==> src/hw/uhrc_pkg.sv <==
package uhrc_pkg;
    // ==============================
    // Clock and link timing
    // ==============================
    localparam int CLK_HZ = 10_000_000;
    localparam int FRAME_US = 1000;
    // One frame period in clock cycles
    localparam int FRAME_CYC = (CLK_HZ / 1_000_000) * FRAME_US;
    localparam int LINK_BPS = 12_000_000;
    localparam int DETECT_BITS = 64;
    // Rounded down, as the detect delay is only approximate
    localparam int DETECT_CYC = (DETECT_BITS * (CLK_HZ / 1000)) / (LINK_BPS / 1000);
    localparam int HCRST_CYC = 8;
    localparam int NPORTS = 2;
    localparam int FRIDX_W = 11;
    localparam int FCNT_W = 14;
    // ==============================
    // Command register layout
    // ==============================
    localparam int CMD_W = 16;
    localparam logic [CMD_W-1:0] CMD_RESET = 16'h0000;
    localparam int B_RS = 0;
    localparam int B_HCRST = 1;
    localparam int B_GRST = 2;
    localparam int B_GLOBAL_SUSPEND_ENTER = 3;
    localparam int B_FGR = 4;
    localparam int B_DBG = 5;
    localparam int B_CF = 6;
    localparam int B_MAXP = 7;
    // ==============================
    // Run control states
    // ==============================
    typedef enum logic [2:0] {
        ST_HALTED = 3'b001,
        ST_RUN = 3'b010,
        ST_DRAIN = 3'b100
    } uhrc_state_t;
endpackage

==> src/hw/uhrc_port.sv <==
`timescale 1ns/1ps
`default_nettype none
module uhrc_port
    import uhrc_pkg::*;
(
    input wire logic i_clock,
    input wire logic i_rst,
    input wire logic i_hc_reset,
    input wire logic i_attach,
    input wire logic i_lowspeed,
    input wire logic i_en_wr,
    input wire logic i_en_val,
    input wire logic i_cc_clr,
    input wire logic i_ec_clr,
    output logic o_connect,
    output logic o_conn_chg,
    output logic o_enable,
    output logic o_en_chg,
    output logic o_lowspeed,
    output logic o_evt
);
    // ==============================
    // Pin synchronisers
    // ==============================
    logic [2:0] att_s_q;
    logic [2:0] ls_s_q;
    logic att_q;
    logic ls_q;
    logic wait_q;
    logic [5:0] det_q;
    logic hold;
    logic conn_d;
    logic ls_d;
    logic chg;
    logic drop;

    // Filtered level moves only when second and third stage agree
    always_ff @(posedge i_clock) begin
        if (i_rst) begin
            att_s_q <= 3'h0;
            ls_s_q <= 3'h0;
            att_q <= 1'b0;
            ls_q <= 1'b0;
        end else begin
            att_s_q <= {att_s_q[1:0], i_attach};
            ls_s_q <= {ls_s_q[1:0], i_lowspeed};
            if (att_s_q[1] == att_s_q[2]) att_q <= att_s_q[2];
            if (ls_s_q[1] == ls_s_q[2]) ls_q <= ls_s_q[2];
        end
    end

    // ==============================
    // Connect/disconnect machine
    // ==============================
    // Soft reset forces a virtual disconnect until detection reruns
    assign hold = i_hc_reset | wait_q;
    assign conn_d = hold ? 1'b0 : att_q;
    assign ls_d = hold ? 1'b0 : ls_q;
    assign chg = conn_d != o_connect;
    assign drop = o_enable & ~conn_d;

    // Detection delay counted from the fall of soft reset
    always_ff @(posedge i_clock) begin
        if (i_rst) begin
            wait_q <= 1'b0;
            det_q <= 6'h00;
        end else if (i_hc_reset) begin
            wait_q <= 1'b1;
            det_q <= 6'h00;
        end else if (wait_q) begin
            det_q <= det_q + 6'h01;
            if (det_q == 6'(DETECT_CYC - 1)) wait_q <= 1'b0;
        end
    end

    // Change flags: a hardware set beats a same-cycle clear
    always_ff @(posedge i_clock) begin
        if (i_rst) begin
            o_connect <= 1'b0;
            o_lowspeed <= 1'b0;
            o_enable <= 1'b0;
            o_conn_chg <= 1'b0;
            o_en_chg <= 1'b0;
            o_evt <= 1'b0;
        end else begin
            o_connect <= conn_d;
            o_lowspeed <= ls_d;
            o_enable <= conn_d & (i_en_wr ? i_en_val : o_enable);
            o_conn_chg <= (o_conn_chg & ~i_cc_clr) | chg | i_hc_reset;
            o_en_chg <= (o_en_chg & ~i_ec_clr) | drop | i_hc_reset;
            o_evt <= chg & ~hold;
        end
    end
endmodule
`default_nettype wire

==> src/hw/uhrc_top.sv <==
// Summary of operation
// - Suspend bit blocks all bus transactions
// - Resume still detected and signalled in suspend
// - Global reset signals bus, resets all logic
// - Chip reset acts alike without bus signalling
// - Soft reset restarts counters, aborts transaction
// - Soft reset bit clears itself when done
// - Soft reset virtually disconnects every port
// - Disconnect sets change flags, clears low speed
// - Ports redetect 64 bit times after reset
// - Run bit keeps schedule executing
// - Stop finishes transaction then shows halted
// - Fatal errors clear run bit
// - Normal stop resets frame counter, index writable
// - Normal run restarts at start of frame
// - Debug stop freezes counter, resumes in place
// - Debug run executes one descriptor, halts
// - Suspend resume events set force resume
// - Halted flag set after any stop
`timescale 1ns/1ps
`default_nettype none
module uhrc_top
    import uhrc_pkg::*;
#(
    parameter int FRAME_CYCLES = FRAME_CYC
) (
    input wire logic i_clock,
    input wire logic i_rst,
    input wire logic i_cmd_wr,
    input wire logic [CMD_W-1:0] i_cmd_wdata,
    output logic [CMD_W-1:0] o_cmd_rdata,
    input wire logic i_frame_index_reg_wr,
    input wire logic [CMD_W-1:0] i_frame_index_reg_wdata,
    output logic [FRIDX_W-1:0] o_frame_index,
    output logic o_halted,
    input wire logic i_txn_active,
    input wire logic i_td_fetch,
    input wire logic i_err_consist,
    input wire logic i_err_pci,
    output logic o_sched_run,
    output logic o_sof,
    output logic o_txn_abort,
    output logic o_usb_reset,
    output logic o_global_resume,
    output logic o_resume_irq,
    output logic o_suspended,
    input wire logic i_k_state,
    input wire logic [NPORTS-1:0] i_port_attach,
    input wire logic [NPORTS-1:0] i_port_lowspeed,
    input wire logic [NPORTS-1:0] i_port_en_wr,
    input wire logic [NPORTS-1:0] i_port_en_val,
    input wire logic [NPORTS-1:0] i_port_cc_clr,
    input wire logic [NPORTS-1:0] i_port_ec_clr,
    output logic [NPORTS-1:0] o_port_connect,
    output logic [NPORTS-1:0] o_port_conn_chg,
    output logic [NPORTS-1:0] o_port_enable,
    output logic [NPORTS-1:0] o_port_en_chg,
    output logic [NPORTS-1:0] o_port_lowspeed
);
    // ==============================
    // Declarations
    // ==============================
    logic run_q;
    logic hcrst_q;
    logic grst_q;
    logic global_suspend_enter_q;
    logic fgr_q;
    logic dbg_q;
    logic cf_q;
    logic maxp_q;
    logic [3:0] hcrst_cnt_q;
    logic [2:0] k_s_q;
    logic k_q;
    logic k_prev_q;
    logic [NPORTS-1:0] port_evt;
    logic [FCNT_W-1:0] fcnt_q;
    uhrc_state_t state_q;
    uhrc_state_t state_d;
    logic core_rst;
    logic wr;
    logic hw_stop;
    logic step_stop;
    logic run_d;
    logic fgr_d;
    logic k_rise;
    logic resume_evt;
    logic hcrst_done;
    logic frame_end;
    logic restart;
    logic can_run;
    logic fidx_wr;
    logic hcrst_start;
    logic sof_d;
    logic sched_d;
    logic halted_d;
    logic usb_rst_d;
    logic [CMD_W-1:0] cmd_word;

    // ==============================
    // Reset and write decode
    // ==============================
    // Global reset clears what chip reset does, save grst_q, o_usb_reset and o_cmd_rdata
    assign core_rst = i_rst | grst_q;
    assign wr = i_cmd_wr;
    assign hcrst_done = hcrst_q & (hcrst_cnt_q == 4'(HCRST_CYC - 1));

    // ==============================
    // Run bit control
    // ==============================
    // Hardware clears on fatal errors; this beats a same-cycle write
    assign hw_stop = i_err_consist | i_err_pci;
    // Single step: run drops as the descriptor is fetched
    assign step_stop = dbg_q & run_q & i_td_fetch;
    assign run_d = (wr ? i_cmd_wdata[B_RS] : run_q)
        & ~hw_stop & ~step_stop & ~hcrst_q;

    // ==============================
    // Resume detection in suspend
    // ==============================
    assign k_rise = k_q & ~k_prev_q;
    assign resume_evt = global_suspend_enter_q & (k_rise | (|port_evt));
    // Hardware set beats a same-cycle software clear
    assign fgr_d = (wr ? i_cmd_wdata[B_FGR] : fgr_q) | resume_evt;

    // K-state pin passes three stages; act once stages two and three agree
    always_ff @(posedge i_clock) begin
        if (core_rst) begin
            k_s_q <= 3'h0;
            k_q <= 1'b0;
            k_prev_q <= 1'b0;
        end else begin
            k_s_q <= {k_s_q[1:0], i_k_state};
            if (k_s_q[1] == k_s_q[2]) k_q <= k_s_q[2];
            k_prev_q <= k_q;
        end
    end

    // ==============================
    // Global reset bit
    // ==============================
    // Only chip reset clears it; software must release it itself
    always_ff @(posedge i_clock) begin
        if (i_rst) begin
            grst_q <= CMD_RESET[B_GRST];
        end else if (wr) begin
            grst_q <= i_cmd_wdata[B_GRST];
        end
    end

    // ==============================
    // Command register bits
    // ==============================
    // Debug mode is only sampled from software writes; software keeps
    // it stable while running, so no interlock is spent on it
    always_ff @(posedge i_clock) begin
        if (core_rst) begin
            run_q <= CMD_RESET[B_RS];
            global_suspend_enter_q <= CMD_RESET[B_GLOBAL_SUSPEND_ENTER];
            fgr_q <= CMD_RESET[B_FGR];
            dbg_q <= CMD_RESET[B_DBG];
            cf_q <= CMD_RESET[B_CF];
            maxp_q <= CMD_RESET[B_MAXP];
        end else begin
            run_q <= run_d;
            fgr_q <= fgr_d;
            if (wr) begin
                global_suspend_enter_q <= i_cmd_wdata[B_GLOBAL_SUSPEND_ENTER];
                dbg_q <= i_cmd_wdata[B_DBG];
                cf_q <= i_cmd_wdata[B_CF];
                maxp_q <= i_cmd_wdata[B_MAXP];
            end
        end
    end

    // ==============================
    // Controller soft reset sequence
    // ==============================
    // Requests during a running sequence are dropped, not queued
    assign hcrst_start = wr & i_cmd_wdata[B_HCRST] & ~hcrst_q;

    // Fixed-length sequence, then the bit drops by itself
    always_ff @(posedge i_clock) begin
        if (core_rst) begin
            hcrst_q <= CMD_RESET[B_HCRST];
            hcrst_cnt_q <= 4'h0;
        end else if (hcrst_done) begin
            hcrst_q <= 1'b0;
            hcrst_cnt_q <= 4'h0;
        end else if (hcrst_q) begin
            hcrst_cnt_q <= hcrst_cnt_q + 4'h1;
        end else if (hcrst_start) begin
            hcrst_q <= 1'b1;
        end
    end

    // ==============================
    // Run/stop state machine
    // ==============================
    // Suspend holds the schedule even if software left run set
    assign can_run = run_q & ~global_suspend_enter_q & ~hcrst_q;

    always_comb begin
        state_d = state_q;
        case (state_q)
            ST_HALTED: begin
                if (can_run) state_d = ST_RUN;
            end
            ST_RUN: begin
                if (!can_run) state_d = ST_DRAIN;
            end
            ST_DRAIN: begin
                if (!i_txn_active) state_d = ST_HALTED;
            end
            default: begin
                state_d = ST_HALTED;
            end
        endcase
        // Soft reset aborts at once instead of draining
        if (hcrst_q) state_d = ST_HALTED;
    end

    always_ff @(posedge i_clock) begin
        if (core_rst) begin
            state_q <= ST_HALTED;
        end else begin
            state_q <= state_d;
        end
    end

    // ==============================
    // Frame counter and frame index
    // ==============================
    // Normal-mode start always begins a fresh frame
    assign restart = (state_q == ST_HALTED) & (state_d == ST_RUN) & ~dbg_q;
    assign frame_end = (state_q != ST_HALTED)
        & (fcnt_q == FCNT_W'(FRAME_CYCLES - 1));
    // Writes are ignored while run is set
    assign fidx_wr = i_frame_index_reg_wr & ~run_q;

    always_ff @(posedge i_clock) begin
        if (core_rst || hcrst_q) begin
            fcnt_q <= '0;
            o_frame_index <= '0;
        end else begin
            if (fidx_wr) begin
                o_frame_index <= i_frame_index_reg_wdata[FRIDX_W-1:0];
            end else if (frame_end) begin
                o_frame_index <= o_frame_index + FRIDX_W'(1);
            end
            if (state_q != ST_HALTED) begin
                fcnt_q <= frame_end ? '0 : fcnt_q + FCNT_W'(1);
            end else if (!dbg_q) begin
                fcnt_q <= '0;
            end
            // In debug mode the halted counter holds its value
        end
    end

    // ==============================
    // Output next-value decode
    // ==============================
    // Decoded here so each output below is a single flop
    assign sof_d = restart | (frame_end & can_run);
    assign sched_d = state_d == ST_RUN;
    assign halted_d = state_d == ST_HALTED;
    // Bus reset follows the bit in its own write cycle
    assign usb_rst_d = wr ? i_cmd_wdata[B_GRST] : grst_q;
    // Command word as software reads it back
    assign cmd_word = {8'h00, maxp_q, cf_q, dbg_q, fgr_q,
        global_suspend_enter_q, grst_q, hcrst_q, run_q};

    // ==============================
    // Registered outputs
    // ==============================
    // Start-of-frame pulse on normal-mode start and on each wrap while can_run holds
    always_ff @(posedge i_clock) begin
        if (core_rst) begin
            o_sof <= 1'b0;
            o_sched_run <= 1'b0;
            o_halted <= 1'b1;
            o_txn_abort <= 1'b0;
            o_resume_irq <= 1'b0;
            o_suspended <= 1'b0;
            o_global_resume <= 1'b0;
        end else begin
            o_sof <= sof_d;
            // New transactions start only while running
            o_sched_run <= sched_d;
            o_halted <= halted_d;
            o_txn_abort <= hcrst_q;
            o_resume_irq <= resume_evt;
            o_suspended <= global_suspend_enter_q;
            o_global_resume <= fgr_d;
        end
    end

    // Bus reset signalling only from the command bit, never chip reset
    always_ff @(posedge i_clock) begin
        if (i_rst) begin
            o_usb_reset <= 1'b0;
        end else begin
            o_usb_reset <= usb_rst_d;
        end
    end

    // Readback of the command word; upper byte reads as zero
    always_ff @(posedge i_clock) begin
        if (i_rst) begin
            o_cmd_rdata <= CMD_RESET;
        end else begin
            o_cmd_rdata <= cmd_word;
        end
    end

    // ==============================
    // Root hub ports
    // ==============================
    for (genvar p = 0; p < NPORTS; p++) begin : g_port
        uhrc_port i_uhrc_port (
            .i_clock(i_clock),
            .i_rst(core_rst),
            .i_hc_reset(hcrst_q),
            .i_attach(i_port_attach[p]),
            .i_lowspeed(i_port_lowspeed[p]),
            .i_en_wr(i_port_en_wr[p]),
            .i_en_val(i_port_en_val[p]),
            .i_cc_clr(i_port_cc_clr[p]),
            .i_ec_clr(i_port_ec_clr[p]),
            .o_connect(o_port_connect[p]),
            .o_conn_chg(o_port_conn_chg[p]),
            .o_enable(o_port_enable[p]),
            .o_en_chg(o_port_en_chg[p]),
            .o_lowspeed(o_port_lowspeed[p]),
            .o_evt(port_evt[p])
        );
    end
endmodule
`default_nettype wire

==> config.mk <==
export PLATFORM = sky130hd
export DESIGN_NAME = uhrc_top
export DESIGN_NICKNAME = d
export VERILOG_FILES = /design/src/hw/uhrc_pkg.sv /design/src/hw/uhrc_port.sv /design/src/hw/uhrc_top.sv
export SDC_FILE = /design/constraint.sdc
export NUM_CORES = 1
export LEC_CHECK = 0
export ABC_AREA = 1
export BUFFER_PORTS_ARGS = -buffer_cell sky130_fd_sc_hd__buf_2
export CAP_MARGIN = 20
export CORE_MARGIN = 1
export CORE_UTILIZATION = 30
export DETAILED_ROUTE_END_ITERATION = 6
export GPL_ROUTABILITY_DRIVEN = 0
export PLACE_DENSITY = 0.47
export SKIP_LAST_GASP = 1
export SLEW_MARGIN = 5
export SYNTH_ARGS = -nofsm -noshare
export SYNTH_HDL_FRONTEND = slang
export SYNTH_SLANG_ARGS = --single-unit
==> constraint.sdc <==
create_clock -name i_clock -period 2.1 [get_ports i_clock]
set_input_delay 0.42 -clock i_clock [delete_from_list [all_inputs] [get_ports i_clock]]
set_output_delay 0.42 -clock i_clock [all_outputs]
set_load 0.005 [all_outputs]
==> impl_results.md, run 1 <==
- NumNets Final: 714
- Routed WL: 9710 um
- Vias/cell: 4.43
- Hold WC Path Type: in -> reg
- RSZ-0062 raised after global routing: no
- Primary FF master, synth: dfxtp_1
- # placed instances: 827
- Sequential cell area: around 2000 um^2
- Top delay family on crit path: simple AND/OR/NAND/NOR gates
- Pwr per Cell Area: 783 nW/um^2
- Detailed-route DRC error count: 0
- Leakage: 2.20 nW
- Initial antenna violation count: 0
- Root Buffer: clkbuf_16
- CP Data Arrival Time: 1.83 ns
- Clock sinks: 101
- Post-synthesis sequential area ratio: 44.9%
- Postcts setup bufs: 0
- Hold_sp: i_td_fetch
- Clock transition at path regs: roughly 0.07 ns
- Slowest stage delay, CP: 0.35 ns
- Post-route ant nets: 0
- Die width: 124 um
- Post-cts sizing count: 0
- Wire per inst: 11.5 um
- Slowest CP cell: dfxtp_1
- Worst setup EP type: register
- Fin crit period: 1.59 ns
- Die ar.: 15500 um^2
- Part of the cycle the worst path needs: 75.7%
- Max-cap violations: 0
- Most frequent cells in the layout: 105 x nand2_1, 101 x dfxtp_1, 89 x nor2_1
- Total grt overflow: 0
- Yosys cell types: 41
- Via count: 3727
- Worst Slack Setup Final: 0.510 ns
- Post-route insts no fill: ~840
- Clk Latency, worst-skew pair: 0.35 ns
- Fillers: 1541
- R2r setup slk: 0.51 ns
- Reg2reg end: o_frame_index[6]
- CTS tree: yes
- PortBufs: 76
- Hold Vio Cnt, Final: 0
- CTS Buffer Depth: 2
- Synth Warn #: 0
- Skew final: approximately 0.0075 ns
- Initial Utilization: 30.8%
- Vias in the first global route: 3455
- GRT Overall Usage: 13.1%
- Area grow syn2layout: 16.2%
- DP Worst Slack: 0.434 ns
- Max IR drop VDD: 0.000571 V
- Max Slew Vio Count: 0
- Critical-path cell list: ha_1 > nand3_2 > nor2_2 > nand3_4 > nand2_4 > inv_2 > nor2_1 > nor2_1
- Critical path class: reg -> reg
- First-pass GRT wire length: 16400 um
- # hold bufs at CTS: 0
- CP max FO: 11
- R2R Path Start: fcnt_q[1]
- Status: finished, final reports clean
- Post-synth EDFFs: 0
- Share of layout cells above drive strength 1: 20.5%
- Ports: 98
- Critical path startpoint category: register
- Post-synth ARST share: 0%
- Worst-Margin Slew: 0.539 ns
- Row cnt: 44
- CTS buffer count: 9
- Mapped Cells: slightly below 600
- Drt first pass iters: 4
- Setup-failing EPs final: 0
- Slew HR: 64.0%
- Worst endpoint required time: 2.34 ns
- Die H: 124 um
- Syn Area/Cell: 7.63 um^2
- Most used cell, CP: nor2_1
- ANT cells: 0
- Post-DP HPWL: 7010 um
- H-tree depth: 3
- Multi-input gate area: 1950 um^2
- Setup TNS Final: 0 ns
- Core Area: 14600 um^2
- WHS Path Cells: 2
- Crit path buf inv count: 1
- Synthesized area: 4500 um^2
- Maximum clock rate: 629 MHz
- Drt initial violations: around 160
- Largest net degree at the start of global routing: 37
- Hold Crit Endpoint: run_q
- Worst reg-to-reg path cell count: 8
- FF+latch count, synth: ~100
- Commonest non-fill, non-tap cell in the layout: nand2_1
==> cell usage after synthesis, types with 2 or more instances <==
library cell  instances  area (um^2)
inv_2                 9         33.8
a31oi_1               2         12.5
a22oi_1               2         15.0
nand3_1              29          145
o21ai_1               7         35.0
nand3b_1              3         22.5
mux2i_1               2         20.0
nand3_2               3         30.0
a21oi_2               4         35.0
nor2_2                4         25.0
nand2_2               4         25.0
nand2_4               2         22.5
xnor2_1               4         35.0
a311oi_1              3         26.3
nor2_1               89          334
buf_4                20          150
ha_1                  7         87.6
nand4_1               6         37.5
nor3_1               14         70.1
a211oi_1              3         22.5
nand2_1             105          394
buf_2                 7         35.0
o31ai_1               2         15.0
nor3_2                4         40.0
buf_6                 3         33.8
xor2_1                3         26.3
nor3b_1               5         37.5
a21oi_1              37          185
dfxtp_1             101         2020
o21ai_0              22          110
nor2_4                5         56.3
or2_2                 4         25.0
inv_1                67          251
==> worst register-to-register path, delay by kind of cell, from the launching register on <==
| family | cells | cell delay, ns |
|---|---|---|
| and+or+nand+nor | 6 | 0.81 |
| DFF | 1 | 0.35 |
| adders and majority gates | 1 | 0.21 |
| buffers and inverters | 1 | 0.14 |
==> sequential cells by signal, summed over array words and instances (netlist names), 2 cells and up <==
register,flops
fcnt_q,14
g_port.i_uhrc_port.o_evt,2
g_port.i_uhrc_port.o_conn_chg,2
g_port.i_uhrc_port.att_q,2
g_port.i_uhrc_port.wait_q,2
g_port.i_uhrc_port.o_en_chg,2
o_frame_index,11
g_port.i_uhrc_port.ls_s_q,6
k_s_q,3
g_port.i_uhrc_port.att_s_q,6
g_port.i_uhrc_port.det_q,12
g_port.i_uhrc_port.o_lowspeed,2
g_port.i_uhrc_port.o_enable,2
state_q,3
g_port.i_uhrc_port.o_connect,2
g_port.i_uhrc_port.ls_q,2
o_cmd_rdata,8
hcrst_cnt_q,4
==> cell families after synthesis <==
kind of cell    after synthesis  synth area share [%]
xor+xnor                      7                  1.36
other cells                   1                0.0833
simple gates                278                  28.5
fa+ha+maj                     7                  1.95
compound gates               83                  10.5
mux                           2                 0.445
buf+inv                     111                  12.2
flops                       101                  44.9
==> power by group <==
| group | switching, mW | internal (mW) |
|---|---|---|
| logic | 0.172 | 0.107 |
| clock network | 0.724 | 1.08 |
| registers | 0.0410 | 1.96 |
==> per-stage QoR <==
step	instance area, um^2	power [mW]	util, %	hold slack (ns)
floorplan	4530	2.25	-	0.394
global placement	4910	2.33	33.6	0.398
detailed placement	4910	2.33	33.6	0.400
CTS	5230	4.16	35.8	0.268
global route	5230	4.29	35.8	0.257
finish	5230	4.09	35.8	0.279
==> area by class of cell <==
type,instances,share of cell area (%)
flip-flops and latches,101,38.7
inverters,77,5.53
clock buffers,11,4.64
repair buffers,80,7.85
clock inverters,4,1.53
well taps,184,4.40
multi-input cells,385,37.4
==> how the worst max path moves through the flow <==
stage / from / end / slack, ns / depth (start not counted)
floorplan: fcnt_q[1] / o_frame_index[9] / 0.81 / 8
global placement: i_frame_index_reg_wr / o_frame_index[9] / 0.41 / 6
detailed placement: i_frame_index_reg_wr / o_frame_index[9] / 0.43 / 6
CTS: run_q / o_frame_index[9] / 0.47 / 6
global route: fcnt_q[1] / o_frame_index[4] / 0.32 / 8
finish: fcnt_q[1] / o_frame_index[6] / 0.51 / 8
==> routing by layer <==
metal | vias up | global-route usage [%] | routed length [um]
li1 | 1979 | - | -
met1 | 1664 | 16.1 | 4590
met2 | 74 | 21.3 | 4520
met3 | 10 | 4.25 | 459
met4 | 0 | 4.82 | 131
met5 | - | 0 | 0
(Power assumes the default switching activity.)
==> run 2, diff against run 1 <==
PLACE_DENSITY = 0.49   (was 0.47)
clock period = 1.4 ns   (was 2.1 ns; I/O delays follow)
==> impl_results.md, run 2 (synthesis results as in run 1) <==
- Part of the cycle the worst path needs: 96.9% (+21 points)
- Wire per inst: 11.2 um (-2.7%)
- Vias in the first global route: 3558 (+3.0%)
- Leakage: 2.36 nW (+7.3%)
- CTS tree: yes
- Post-route insts no fill: 871 (+3.4%)
- Post-route ant nets: 0 (unchanged)
- Ports: 98 (unchanged)
- Die H: 124 um (unchanged)
- PortBufs: 76 (unchanged)
- Fillers: 1541 (unchanged)
- Share of layout cells above drive strength 1: 27.1% (+6.6 points)
- Postcts setup bufs: 0 (unchanged)
- M2 GR Usage: 21.4% (+0.097 points)
- H-tree depth: 3 (unchanged)
- CTS Buffer Depth: 2 (unchanged)
- RSZ-0062 raised after global routing: yes
- Sequential cell area: 2030 um^2 (+0.56%)
- Vias/cell: 4.41 (-0.32%)
- Die ar.: 15500 um^2 (unchanged)
- Commonest non-fill, non-tap cell in the layout: nand2_1
- # placed instances: 855 (+3.4%)
- Post-DP HPWL: 7310 um (+4.4%)
- Status: finished, final reports clean
- CTS buffer count: 9 (unchanged)
- Total power: 6.13 mW (+50%)
- Max IR drop VDD: 0.000544 V (-4.6%)
- Top flop regs: fcnt_q (14), g_port.i_uhrc_port.det_q (12), o_frame_index (11)
- Clock transition at path regs: 0.07 ns (about the same)
- CP max FO: 5 (-6)
- Number of flip-flops in the largest register: 14 (unchanged)
- First-pass GRT wire length: 16500 um (+0.42%)
- Initial antenna violation count: 0 (unchanged)
- Setup-failing EPs final: 0 (unchanged)
- Worst setup EP type: register
- Skew final: 0.00843 ns (+0.000954 ns)
- Max Slew Vio Count: 0 (unchanged)
- Met3 Usage GRT: 4.42% (+0.17 points)
- Hold WC Path Type: in -> reg
- Largest net degree at the start of global routing: 32 (-14%)
- Pwr per Cell Area: 1100 nW/um^2 (+41%)
- Worst endpoint required time: 1.69 ns (-0.65 ns)
- Detailed-route DRC error count: 0 (unchanged)
- Row cnt: 44 (unchanged)
- Grt met1 use: 16.3% (+0.20 points)
- Root Buffer: clkbuf_16
- GRT Overall Usage: 13.2% (+0.12 points)
- Area grow syn2layout: 23.7%
- NumNets Final: 742 (+3.9%)
- Drt initial violations: 152 (-6.7%)
- Most frequent cells in the layout: 104 x nand2_1, 92 x dfxtp_1, 84 x nor2_1
- Clk Latency, worst-skew pair: 0.35 ns (about the same)
- Max-cap violations: 0 (unchanged)
- Total grt overflow: 0 (unchanged)
- CP Data Arrival Time: 1.64 ns (-0.19 ns)
- Multi-input gate area: 2040 um^2 (+4.3%)
- ANT cells: 0 (unchanged)
- Die width: 124 um (unchanged)
- Maximum clock rate: 737 MHz (+17%)
- Initial Utilization: 30.8% (unchanged)
- Core Area: 14600 um^2 (unchanged)
- Hold_ws: 0.134 ns (-0.145 ns)
- Biggest register: fcnt_q
- # hold bufs at CTS: 0 (unchanged)
- Clock sinks: 101 (unchanged)
- GRT busiest layer: met2
- Critical path startpoint category: register
- Routed WL: 9770 um (+0.68%)
- Drt first pass iters: 4 (unchanged)
- Hold Vio Cnt, Final: 0 (unchanged)
- Critical path class: reg -> reg
- Fin crit period: 1.36 ns (-0.234 ns)
- Via count: 3843 (+3.1%)
- Final core utilization: 38.1% (+2.3 points)
==> run 2: cell count changes in the layout (fill, tap and decap cells not counted), moves of 3 or more <==
cell	before	now
buf_4	4	29
dfxtp_1	101	92
dfxtp_2	0	9
nor2_1	89	84
nor2_2	4	7
nor3_1	14	11
==> run 2: critical path, cell delays in order, from the launching register on <==
cell and delay (ns):
dfxtp_1 0.34, inv_1 0.11, nand2_1 0.12, nor2_4 0.14, nand3_4 0.13, nand2_4 0.14, buf_12 0.12, nand3_2 0.07
a21oi_2 0.11
==> run 2: cell type report <==
class                      instances  area share, %
multi-input combinational        385           36.6
sequential                       101           36.5
timing repair buffer             108           11.7
inverter                          77           5.24
clock buffer                      12           4.79
tap                              184           4.14
clock inverter                     4          0.989
==> run 2: worst paths after layout <==
path | startpoint | to | slack [ns] | cells after the start
worst max register to register | fcnt_q[6] | o_frame_index[10] | 0.04 | 8
worst max-delay path | fcnt_q[6] | o_frame_index[10] | 0.04 | 8
worst min-delay path | i_td_fetch | run_q | 0.13 | 2
worst min register to register | g_port[1].i_uhrc_port.ls_s_q[0] | g_port[1].i_uhrc_port.ls_s_q[1] | 0.41 | 2
==> run 2: through the flow <==
stage | TNS [ns] | setup WS [ns] | instance area, um^2
2_1_floorplan | 0 | 0.109 | 4530
3_3_place_gp | -0.0118 | -0.00603 | 5140
3_5_place_dp | -0.0361 | -0.0194 | 5140
4_1_cts | 0 | 0.00418 | 5490
5_1_grt | -0.132 | -0.0363 | 5560
6_report | 0 | 0.0440 | 5560
==> run 2: metal layers <==
metal | vias to the layer above | part of all wire, %
li1 | 2039 | -
met1 | 1730 | 48
met2 | 66 | 46
met3 | 8 | 4.4
met4 | 0 | 1.4
met5 | - | 0
==> run 2: where the power goes <==
part           internal (mW)  leakage, nW  switching, mW  total (mW)
clock network           1.54        0.155           1.10        2.64
registers               2.95        0.824         0.0542        3.00
logic                  0.214         1.38          0.273       0.487
==> run 2: timing repair <==
action / CTS / global route
endpoints found under the hold margin: 0 / 0
pin swaps: 3 / 4
gates cloned: 0 / 0
endpoints found under the setup margin: 9 / 24
resized for setup: 7 / 22
